**config.mk**
```make
export PLATFORM = sky130hd
export DESIGN_NAME = quad_cascadable_timer
export DESIGN_NICKNAME = d
export VERILOG_FILES = /design/src/qtimer_pkg.sv /design/src/chan_if.sv /design/src/sync_edge.sv /design/src/timer_chan.sv /design/src/quad_cascadable_timer.sv
export SDC_FILE = /design/constraint.sdc
export NUM_CORES = 1
export LEC_CHECK = 0
export ABC_AREA = 0
export BUFFER_PORTS_ARGS = -buffer_cell sky130_fd_sc_hd__buf_2
export CORE_MARGIN = 1
export CORE_UTILIZATION = 35
export CTS_CLUSTER_DIAMETER = 150
export CTS_CLUSTER_SIZE = 8
export DETAILED_ROUTE_END_ITERATION = 7
export PLACE_DENSITY = 0.49
export SYNTH_ARGS = -nofsm -noshare
export SYNTH_HDL_FRONTEND = slang
export SYNTH_SLANG_ARGS = --single-unit
```
**constraint.sdc**
```tcl
create_clock -name MCLK -period 5.2 [get_ports MCLK]
set_input_delay 0.52 -clock MCLK [delete_from_list [all_inputs] [get_ports MCLK]]
set_output_delay 0.52 -clock MCLK [all_outputs]
set_load 0.1 [all_outputs]
```
**src/qtimer_pkg.sv**
```systemverilog
// Shared constants for the four-channel timer bank
package qtimer_pkg;

  localparam int unsigned NUM_TMR = 4;
  localparam int unsigned CNT_W = 16;
  localparam int unsigned DATA_W = 32;
  localparam int unsigned ADDR_W = 8;
  localparam int unsigned NUM_SYNC = 6;

  // Register map: byte address = region * 16 + word * 4
  localparam logic [3:0] REGION_GLOBAL = 4'h0;
  localparam logic [3:0] REGION_TMR0 = 4'h1;
  localparam logic [1:0] STATUS_WORD = 2'h0;
  localparam logic [1:0] MODE_WORD = 2'h0;
  localparam logic [1:0] REF_WORD = 2'h1;
  localparam logic [1:0] CNT_WORD = 2'h2;
  localparam logic [1:0] CAP_WORD = 2'h3;

  // Mode register fields
  localparam int unsigned MODE_W = 8;
  localparam int unsigned MODE_EN_BIT = 0;
  localparam int unsigned MODE_SRC_LSB = 1;
  localparam int unsigned MODE_EDGE_LSB = 3;
  localparam int unsigned MODE_TOGGLE_BIT = 5;
  localparam int unsigned MODE_GATE_BIT = 6;
  localparam int unsigned MODE_RESTART_BIT = 7;

  // Status register fields
  localparam int unsigned STATUS_W = 8;
  localparam int unsigned STATUS_MATCH_LSB = 0;
  localparam int unsigned STATUS_CAP_LSB = 4;

  // Reset values
  localparam logic [7:0] MODE_RST = 8'h00;
  localparam logic [15:0] REF_RST = 16'hFFFF;
  localparam logic [15:0] CNT_RST = 16'h0000;
  localparam logic [7:0] STATUS_RST = 8'h00;

  // Count source encodings
  localparam logic [1:0] SRC_CHAIN = 2'h0;
  localparam logic [1:0] SRC_SYS = 2'h1;
  localparam logic [1:0] SRC_DIV16 = 2'h2;
  localparam logic [1:0] SRC_PIN = 2'h3;

  // System clock prescaler, divide by 16
  localparam int unsigned PRESCALE_W = 4;
  localparam logic [3:0] PRESCALE_LAST = 4'hF;

endpackage : qtimer_pkg

```
**src/chan_if.sv**
```systemverilog
// Control and result bundle between the timer bank and one counter channel
`timescale 1ns/1ps
interface chan_if #(parameter int unsigned W = 16) ();
  logic en;
  logic tick;
  logic clear;
  logic toggle;
  logic [W-1:0] ref_val;
  logic [W-1:0] cnt;
  logic match;
  logic out_n;

  modport ctl (output en, output tick, output clear, output toggle, output ref_val,
    input cnt, input match, input out_n);
  modport chan (input en, input tick, input clear, input toggle, input ref_val,
    output cnt, output match, output out_n);
endinterface : chan_if

```
**src/sync_edge.sv**
```systemverilog
// Two-stage synchroniser with edge detection for one pin
`timescale 1ns/1ps
module sync_edge (
  input wire logic clk,
  input wire logic rst_n,
  input wire logic din,
  output logic level,
  output logic rise,
  output logic fall
);
  logic meta_reg;
  logic meta_next;
  logic sync_reg;
  logic sync_next;
  logic prev_reg;
  logic prev_next;

  always_comb
  begin
    meta_next = din;
    sync_next = meta_reg;
    prev_next = sync_reg;
  end

  always_ff @(posedge clk or negedge rst_n)
  begin
    if (!rst_n)
    begin
      meta_reg <= 1'b0;
      sync_reg <= 1'b0;
      prev_reg <= 1'b0;
    end
    else
    begin
      meta_reg <= meta_next;
      sync_reg <= sync_next;
      prev_reg <= prev_next;
    end
  end

  assign level = sync_reg;
  assign rise = sync_reg & ~prev_reg;
  assign fall = ~sync_reg & prev_reg;
endmodule : sync_edge

```
**src/timer_chan.sv**
```systemverilog
// One 16-bit reference counter with its output pin logic
`timescale 1ns/1ps
module timer_chan (
  input wire logic clk,
  input wire logic rst_n,
  chan_if.chan bus
);
  import qtimer_pkg::*;

  logic [CNT_W-1:0] cnt_reg;
  logic [CNT_W-1:0] cnt_next;
  logic out_n_reg;
  logic out_n_next;
  logic hit;

  always_comb
  begin
    hit = bus.en & bus.tick & (cnt_reg == bus.ref_val);
    cnt_next = cnt_reg;
    if (bus.clear)
    begin
      cnt_next = CNT_RST;
    end
    else if (bus.en & bus.tick)
    begin
      cnt_next = hit ? CNT_RST : cnt_reg + 16'h0001;
    end
    if (bus.toggle)
    begin
      out_n_next = out_n_reg ^ hit;
    end
    else
    begin
      out_n_next = ~hit;
    end
  end

  always_ff @(posedge clk or negedge rst_n)
  begin
    if (!rst_n)
    begin
      cnt_reg <= CNT_RST;
      out_n_reg <= 1'b1;
    end
    else
    begin
      cnt_reg <= cnt_next;
      out_n_reg <= out_n_next;
    end
  end

  assign bus.cnt = cnt_reg;
  assign bus.match = hit;
  assign bus.out_n = out_n_reg;
endmodule : timer_chan

```
**src/quad_cascadable_timer.sv**
```systemverilog
// Four cascadable 16-bit timers with capture, gating and an Avalon-MM register port
`timescale 1ns/1ps
module quad_cascadable_timer (
  input wire logic MCLK,
  input wire logic RST_N,
  input wire logic [qtimer_pkg::ADDR_W-1:0] AVS_ADDRESS,
  input wire logic AVS_READ,
  input wire logic AVS_WRITE,
  input wire logic [qtimer_pkg::DATA_W-1:0] AVS_WRITEDATA,
  input wire logic [3:0] AVS_BYTEENABLE,
  output logic [qtimer_pkg::DATA_W-1:0] AVS_READDATA,
  output logic AVS_WAITREQUEST,
  input wire logic [qtimer_pkg::NUM_TMR-1:0] EXT_COUNT_IN,
  input wire logic GATE_A_IN,
  input wire logic GATE_B_IN,
  output logic [qtimer_pkg::NUM_TMR-1:0] MATCH_OUT_N
);
  import qtimer_pkg::*;

  // Bus handshake
  logic ack_reg;
  logic ack_next;
  logic [DATA_W-1:0] rdata_reg;
  logic [DATA_W-1:0] rdata_next;
  logic [DATA_W-1:0] rd_mux;
  logic bus_req;
  logic wr_fire;
  logic [3:0] region;
  logic [1:0] word;
  logic [DATA_W-1:0] wmask;
  logic [DATA_W-1:0] wbits;

  // Synchronised pins: 0..3 count inputs, 4 gate A, 5 gate B
  logic [NUM_SYNC-1:0] pin_raw;
  logic [NUM_SYNC-1:0] pin_level;
  logic [NUM_SYNC-1:0] pin_rise;
  logic [NUM_SYNC-1:0] pin_fall;

  // Prescaler
  logic [PRESCALE_W-1:0] pre_reg;
  logic [PRESCALE_W-1:0] pre_next;
  logic div_tick;

  // Status
  logic [STATUS_W-1:0] status_reg;
  logic [STATUS_W-1:0] status_next;
  logic [NUM_TMR-1:0] match_evt;
  logic [NUM_TMR-1:0] cap_evt;
  logic status_wr;

  // Per timer state, visible to the read mux
  logic [MODE_W-1:0] mode_q [NUM_TMR];
  logic [CNT_W-1:0] ref_q [NUM_TMR];
  logic [CNT_W-1:0] cnt_q [NUM_TMR];
  logic [CNT_W-1:0] cap_q [NUM_TMR];
  logic [NUM_TMR-1:0] match_dly;

  assign bus_req = AVS_READ | AVS_WRITE;
  assign AVS_WAITREQUEST = bus_req & ~ack_reg;
  assign wr_fire = AVS_WRITE & ack_reg;
  assign region = AVS_ADDRESS[7:4];
  assign word = AVS_ADDRESS[3:2];
  assign wmask = {{8{AVS_BYTEENABLE[3]}}, {8{AVS_BYTEENABLE[2]}},
    {8{AVS_BYTEENABLE[1]}}, {8{AVS_BYTEENABLE[0]}}};
  assign wbits = AVS_WRITEDATA & wmask;
  assign AVS_READDATA = rdata_reg;

  // Read path: data latched on the waiting cycle, released one edge later
  always_comb
  begin
    rd_mux = '0;
    if (region == REGION_GLOBAL && word == STATUS_WORD)
    begin
      rd_mux = {{(DATA_W - STATUS_W){1'b0}}, status_reg};
    end
    for (int i = 0; i < NUM_TMR; i++)
    begin
      if (region == 4'(REGION_TMR0 + 4'(i)))
      begin
        case (word)
          MODE_WORD: rd_mux = {{(DATA_W - MODE_W){1'b0}}, mode_q[i]};
          REF_WORD: rd_mux = {{(DATA_W - CNT_W){1'b0}}, ref_q[i]};
          CNT_WORD: rd_mux = {{(DATA_W - CNT_W){1'b0}}, cnt_q[i]};
          CAP_WORD: rd_mux = {{(DATA_W - CNT_W){1'b0}}, cap_q[i]};
          default: rd_mux = '0;
        endcase
      end
    end
    ack_next = bus_req & ~ack_reg;
    rdata_next = (AVS_READ & ~ack_reg) ? rd_mux : rdata_reg;
  end

  always_ff @(posedge MCLK or negedge RST_N)
  begin
    if (!RST_N)
    begin
      ack_reg <= 1'b0;
      rdata_reg <= '0;
    end
    else
    begin
      ack_reg <= ack_next;
      rdata_reg <= rdata_next;
    end
  end

  // Pin synchronisers
  assign pin_raw = {GATE_B_IN, GATE_A_IN, EXT_COUNT_IN};

  genvar s;
  generate
    for (s = 0; s < NUM_SYNC; s++)
    begin : g_sync
      sync_edge u_sync (
        .clk(MCLK),
        .rst_n(RST_N),
        .din(pin_raw[s]),
        .level(pin_level[s]),
        .rise(pin_rise[s]),
        .fall(pin_fall[s])
      );
    end
  endgenerate

  // Divide-by-16 tick from the system clock
  always_comb
  begin
    pre_next = pre_reg + 4'h1;
    div_tick = (pre_reg == PRESCALE_LAST);
  end

  always_ff @(posedge MCLK or negedge RST_N)
  begin
    if (!RST_N)
    begin
      pre_reg <= '0;
    end
    else
    begin
      pre_reg <= pre_next;
    end
  end

  // Sticky event flags, write one to clear; a new event wins over the clear
  assign status_wr = wr_fire & (region == REGION_GLOBAL) & (word == STATUS_WORD);

  always_comb
  begin
    status_next = status_reg;
    if (status_wr)
    begin
      status_next = status_reg & ~wbits[STATUS_W-1:0];
    end
    status_next[STATUS_MATCH_LSB +: NUM_TMR] =
      status_next[STATUS_MATCH_LSB +: NUM_TMR] | match_evt;
    status_next[STATUS_CAP_LSB +: NUM_TMR] =
      status_next[STATUS_CAP_LSB +: NUM_TMR] | cap_evt;
  end

  always_ff @(posedge MCLK or negedge RST_N)
  begin
    if (!RST_N)
    begin
      status_reg <= STATUS_RST;
    end
    else
    begin
      status_reg <= status_next;
    end
  end

  // Timer channels
  genvar k;
  generate
    for (k = 0; k < NUM_TMR; k++)
    begin : g_tmr
      localparam logic [3:0] MY_REGION = 4'(REGION_TMR0 + 4'(k));
      localparam int unsigned GATE_IDX = NUM_TMR + (k / 2);
      localparam int unsigned CHAIN_IDX = (k + NUM_TMR - 1) % NUM_TMR;

      chan_if #(.W(CNT_W)) cif ();

      logic [MODE_W-1:0] mode_reg;
      logic [MODE_W-1:0] mode_next;
      logic [CNT_W-1:0] ref_reg;
      logic [CNT_W-1:0] ref_next;
      logic [CNT_W-1:0] cap_reg;
      logic [CNT_W-1:0] cap_next;
      logic dly_reg;
      logic dly_next;
      logic sel;
      logic edge_hit;
      logic src_tick;
      logic gate_open;
      logic gate_restart;
      logic sw_clear;
      logic [1:0] src;
      logic [1:0] edge_sel;

      assign sel = wr_fire & (region == MY_REGION);
      assign src = mode_reg[MODE_SRC_LSB +: 2];
      assign edge_sel = mode_reg[MODE_EDGE_LSB +: 2];

      always_comb
      begin
        // Selected pin edges for capture and pin counting
        edge_hit = (edge_sel[0] & pin_rise[k]) | (edge_sel[1] & pin_fall[k]);
        case (src)
          SRC_CHAIN: src_tick = match_dly[CHAIN_IDX];
          SRC_SYS: src_tick = 1'b1;
          SRC_DIV16: src_tick = div_tick;
          SRC_PIN: src_tick = edge_hit;
          default: src_tick = 1'b0;
        endcase
        // Gate held high stops the count; a falling gate edge restarts it
        gate_open = ~(mode_reg[MODE_GATE_BIT] & pin_level[GATE_IDX]);
        gate_restart = mode_reg[MODE_RESTART_BIT] & pin_fall[GATE_IDX];
        sw_clear = sel & (word == CNT_WORD);
        mode_next = mode_reg;
        ref_next = ref_reg;
        if (sel && word == MODE_WORD)
        begin
          mode_next = (mode_reg & ~wmask[MODE_W-1:0]) | wbits[MODE_W-1:0];
        end
        if (sel && word == REF_WORD)
        begin
          ref_next = (ref_reg & ~wmask[CNT_W-1:0]) | wbits[CNT_W-1:0];
        end
        cap_next = (mode_reg[MODE_EN_BIT] & edge_hit) ? cif.cnt : cap_reg;
        dly_next = cif.match;
      end

      always_ff @(posedge MCLK or negedge RST_N)
      begin
        if (!RST_N)
        begin
          mode_reg <= MODE_RST;
          ref_reg <= REF_RST;
          cap_reg <= CNT_RST;
          dly_reg <= 1'b0;
        end
        else
        begin
          mode_reg <= mode_next;
          ref_reg <= ref_next;
          cap_reg <= cap_next;
          dly_reg <= dly_next;
        end
      end

      assign cif.en = mode_reg[MODE_EN_BIT];
      assign cif.tick = src_tick & gate_open;
      assign cif.clear = sw_clear | gate_restart;
      assign cif.toggle = mode_reg[MODE_TOGGLE_BIT];
      assign cif.ref_val = ref_reg;

      timer_chan u_chan (
        .clk(MCLK),
        .rst_n(RST_N),
        .bus(cif)
      );

      assign MATCH_OUT_N[k] = cif.out_n;
      assign match_evt[k] = cif.match;
      assign cap_evt[k] = mode_reg[MODE_EN_BIT] & edge_hit;
      assign match_dly[k] = dly_reg;
      assign mode_q[k] = mode_reg;
      assign ref_q[k] = ref_reg;
      assign cnt_q[k] = cif.cnt;
      assign cap_q[k] = cap_reg;
    end
  endgenerate

endmodule : quad_cascadable_timer

```
Word level (Yosys, flattened, before mapping)
Cells that the tools add are included.

operators by class
  equality and inequality tests = 24
  mux-type cells = 30
  reductions and logical operators = 19
  bitwise logic cells = 110
  $add $sub $neg = 5

operator list
  cell                                                              number
  32-bit case mux with 4 select lines                               4
  16-bit 2-to-1 mux                                                 12
  32-bit 2-to-1 mux                                                 4
  16-bit AND                                                        5
  16-bit by 1-bit adder with 16-bit output (second input constant)  4
  16-bit == test                                                    4
  16-bit bitwise OR                                                 4
  1-bit AND                                                         55
  8-bit AND                                                         5
  8-bit bitwise OR                                                  4
  2-bit == test (second input constant)                             10
  1-bit NOT                                                         19
  8-bit 2-to-1 mux                                                  2
  16-bit NOT                                                        1
  8-bit NOT                                                         2
  1-bit case mux with 4 select lines                                4
  2-bit by 1-bit == test with 1-bit output (second input constant)  5
  2-bit logical NOT                                                 5
  1-bit logical AND                                                 9
  1-bit bitwise OR                                                  9
  4-bit by 2-bit == test with 1-bit output (second input constant)  2
  4-bit bitwise OR                                                  2
  2-bit nonzero test                                                4
  4-bit by 1-bit adder with 4-bit output (second input constant)    1
  6 further kinds                                                   12

word-level totals
  register bits after elaboration = 295
  bits of input ports = 54
  word-level logic and storage cells = 234

Longest topological paths before layout
  depth after elaboration = 11
  gate-level depth with buffers = 9

Modules after synthesis
From an unflattened synthesis, not the netlist that was laid out.

unflattened totals
  cells, all modules = 1249
  area, all modules = 14502.7 µm²

by module, submodules not included
  module                 instances  cells an instance  area each (µm²)
  quad_cascadable_timer  1          711                9572.9
  timer_chan             4          127                1097.3
  sync_edge              6          5                  90.1

Least setup slack after synthesis
OpenSTA, ideal clock, no wires.

  path type = input port to output port
  from = in AVS_WRITE
  to = out AVS_WAITREQUEST
  slack = 2848 ps
  buffers on the path = 0
  stages on the path = 2
  data arrival time = 1832 ps
  data required time = 4680 ps
  cells stage by stage = nor2_1 nor2_1

between the ends
  longest elaborated chain between the ends = 2

ends and longest elaborated chain
  what              line                         source
  start, declared   quad_cascadable_timer.sv:8   input wire logic AVS_WRITE,
  1-bit bitwise OR  quad_cascadable_timer.sv:58  assign bus_req = AVS_READ | AVS_WRITE;
  1-bit AND         quad_cascadable_timer.sv:59  assign AVS_WAITREQUEST = bus_req & ~ack_reg;
  end, declared     quad_cascadable_timer.sv:12  output logic AVS_WAITREQUEST,

Every way passes these cells.

Worst setup path in the final report
  from = reg pre_reg[0]
  to = reg g_tmr[1].u_chan.cnt_reg[15]

between the ends
  longest elaborated chain between the ends = 8
  elaborated cells on any way between the ends = 9

ends and longest elaborated chain
  what                                line                          source
  start, declared                     quad_cascadable_timer.sv:40   logic [PRESCALE_W-1:0] pre_reg;
  start signal, assigned              quad_cascadable_timer.sv:140  pre_reg <= pre_next;
  4-bit == test                       quad_cascadable_timer.sv:129  div_tick = (pre_reg == PRESCALE_LAST);
  1-bit case mux with 4 select lines  quad_cascadable_timer.sv:208  case (src)
  1-bit AND                           quad_cascadable_timer.sv:252  assign cif.tick = src_tick & gate_open;
  1-bit AND (2 in series)             timer_chan.sv:18              hit = bus.en & bus.tick & (cnt_reg == bus.ref_val);
  named net g_tmr[1].cif.match        chan_if.sv:10                 logic match;
  16-bit 2-to-1 mux                   timer_chan.sv:26              cnt_next = hit ? CNT_RST : cnt_reg + 16'h0001;
  16-bit 2-to-1 mux                   timer_chan.sv:24              else if (bus.en & bus.tick)
  16-bit 2-to-1 mux                   timer_chan.sv:20              if (bus.clear)
  end signal, assigned                timer_chan.sv:47              cnt_reg <= cnt_next;
  end, declared                       timer_chan.sv:10              logic [CNT_W-1:0] cnt_reg;

The timed path passes the listed nets, and every way through them passes these cells. The select of a mux whose other input is x is not followed.
A chain may end at the register's enable or synchronous reset.

==> run summary <==
status -> finished, final reports clean
num ports -> 91
die area -> 41940 um2
CTS max path bufs -> 3
commonest register cell after synthesis -> dfrtp_1
Seq cells post-synth -> 279
starting density of the core -> 35.81%
clk_skew -> 0.01759 ns
gr ovfl total -> 0
Synth area leaders -> dfrtp_1 37%, mux2_2 14%, dfstp_2 12%
largest stage delay on the critical path -> 0.67 ns
Hold WS -> 0.07472 ns
Place WS -> 1.787 ns
H-tree depth -> 2
share of cells above drive strength 1 -> 32.55%
RSZ-0062 raised after global routing -> false
DP HPWL -> 27850 um
TritonCTS clock tree -> yes
Worst slew margin -> 20.66%
Worst-Margin Slew -> 1.190 ns
fin area -> 16170 um2
internal power -> 4.201 mW
register area share after synthesis -> 49.10%
DR WL/cell -> 22.89 um
# DRC -> 0
CP Launch Type -> register
fill cell count -> 3893
leading area contributor after synthesis -> dfrtp_1
critical path peak fanout -> 21
nets@finish -> 1307
fin worst setup slack -> 1.947 ns
Cell Pwr Density -> 375.8 nW/um2
Arr. time, crit path -> 3.66 ns
CTS root buffer -> clkbuf_16
net switching power -> 1.875 mW
largest net degree at the start of global routing -> 99
RePlAce Congestion -> 0.8172
Post-synth ARST share -> 100.0%
crit share post-route -> 62.56%
EDFF count, synth -> 0
CTS Buf Count -> 40
clock network power share -> 40.3%
Power, Total -> 6.076 mW
Cell variety after synth -> 72
Final Hold Vio Count -> 0
Worst setup EP type -> register
clock sink count -> 279
Max-Cap Viols -> 0
Setup CP Type -> register to register
initial antenna violation count -> 1
Chip Width -> 204.8 um
DRT Wirelength -> 41270 um
syn avg cell area -> 11.82 um2
switching share of power -> 30.86%
register share of total power -> 44.2%
Max stage delay cell, worst path -> nand4_1
area of the core -> 40190 um2
fin cells -> 1803
Clock transition at path regs -> 0.05 ns
count leader, synth -> dfrtp_1
max frequency -> 307.4 MHz
gate count of the mapped netlist -> 1218
Worst IR Drop VDD -> 0.2336 mV
post-CTS sizing -> 0
via count -> 9692
Area Growth Syn to Fin -> 12.35%
first drt pass iteration count -> 5
Max Slew Vio Count -> 0
Skew-Pair Late Insertion Delay -> 0.55 ns
placed cell count -> 1730
yosys warns -> 0
P_leak -> 7.049 nW
gr usage total -> 20.39%
Antenna Nets Post-Route -> 0
Tmin final -> 3.253 ns
combinational share of power -> 15.5%
port bufs -> 54
final setup fails -> 0
hold-fix buffers at CTS -> 1
row cnt -> 73
DR iter-0 viols -> 586
Die H -> 204.8 um
ant diodes -> 0
vias per cell -> 5.375
Total Negative Setup Slacks -> 0 ns
Post-DP Area -> 15010 um2
final core utilization -> 40.24%
first-pass GRT wire length -> 63210 um
Hold Crit Class -> input pin to register
critical path, cell by cell -> ha_1 > and3_1 > a211o_1 > nand4_1 > and2b_1 > nand2b_1 > nor2_1
synth cell count leaders -> 211 x dfrtp_1, 185 x mux2_2, 96 x nand2_1
top cell type's share of synthesized area -> 36.69%
CP required -> 5.61 ns
vias in the first global route -> 9735
Post-CTS Setup Bufs -> 0
Post-Syn Area -> 14390 um2
==> worst max-delay path, delay by kind of cell, from the launching register on <==
| family | cells | cell delay, ns |
|---|---|---|
| compound gates | 1 | 0.20 |
| fa+ha+maj | 1 | 0.19 |
| flops | 1 | 0.37 |
| simple gates | 5 | 2.33 |
==> cells in the final DEF (no fill, tap or decap), types with 16 or more instances in the layout <==
| cell type | netlist | final |
|---|---|---|
| nand4_1 | 35 | 35 |
| dfrtp_1 | 211 | 211 |
| clkbuf_16 | 0 | 41 |
| mux2_2 | 185 | 185 |
| nor2_1 | 63 | 63 |
| conb_1 | 1 | 16 |
| dfstp_2 | 68 | 68 |
| clkbuf_1 | 35 | 29 |
| nand3_1 | 34 | 34 |
| nand2_1 | 96 | 96 |
| a22oi_1 | 22 | 22 |
| xnor2_1 | 67 | 67 |
| o21ai_0 | 31 | 31 |
| xor2_1 | 46 | 46 |
| buf_2 | 26 | 52 |
| a21oi_1 | 32 | 32 |
| mux4_2 | 30 | 30 |
==> kinds of logic after synthesis <==
group,synth area share [%]
AO/OA/AOI/OAI,8.154
XOR/XNOR,6.876
adder cells (fa/ha/maj),0.4347
buffers and inverters,3.530
flip-flops,49.10
multiplexers,19.86
other,0.02606
AND/OR/NAND/NOR,12.01
==> routing by layer <==
| metal | track usage, % | part of all wire (%) | up-vias |
|---|---|---|---|
| met3 | 3.404 | 3.8 | 65 |
| li1 | - | - | 4459 |
| met5 | 0 | 0 | - |
| met1 | 28.21 | 46 | 4998 |
| met4 | 8.662 | 3.6 | 0 |
| met2 | 31.42 | 46 | 170 |
==> cell type report <==
| type | instances | area (um2) | area share (%) |
|---|---|---|---|
| repair buffers | 67 | 395.4 | 2.445 |
| flip-flops and latches | 279 | 7067 | 43.70 |
| clock buffers | 70 | 1135 | 7.018 |
| well taps | 525 | 656.9 | 4.062 |
| inverters | 6 | 22.52 | 0.1393 |
| clock inverters | 2 | 17.52 | 0.1083 |
| multi-input cells | 854 | 6877 | 42.53 |
==> power by group through the flow <==
| stage | Sequential, mW | Clock (mW) | Combinational (mW) |
|---|---|---|---|
| after detailed placement | 2.71 | 0 | 0.950 |
| after global routing | 2.72 | 2.61 | 1.03 |
| after CTS | 2.68 | 2.53 | 0.953 |
| after floorplan | 2.65 | 0 | 0.691 |
| after global placement | 2.71 | 0 | 0.942 |
| final | 2.68 | 2.45 | 0.941 |
==> path summary, 6_finish.rpt <==
path,slack (ns),from,end,depth (start not counted)
setup / recovery,1.95,pre_reg[0]$_DFF_PN0_,g_tmr[1].u_chan.bus.cnt[15]$_DFFE_PN0P_,7
hold / removal,0.07,EXT_COUNT_IN[3],g_sync[3].u_sync.meta_reg$_DFF_PN0_,1
setup reg to reg,1.95,pre_reg[0]$_DFF_PN0_,g_tmr[1].u_chan.bus.cnt[15]$_DFFE_PN0P_,7
hold reg to reg,0.35,g_sync[5].u_sync.meta_reg$_DFF_PN0_,g_sync[5].u_sync.level$_DFF_PN0_,0
max in group asynchronous,3.44,RST_N,g_tmr[3].u_chan.bus.cnt[15]$_DFFE_PN0P_,3
min in group asynchronous,0.55,RST_N,g_tmr[1].u_chan.bus.cnt[3]$_DFFE_PN0P_,2
No activity file was read; power rests on OpenSTA's default activity.
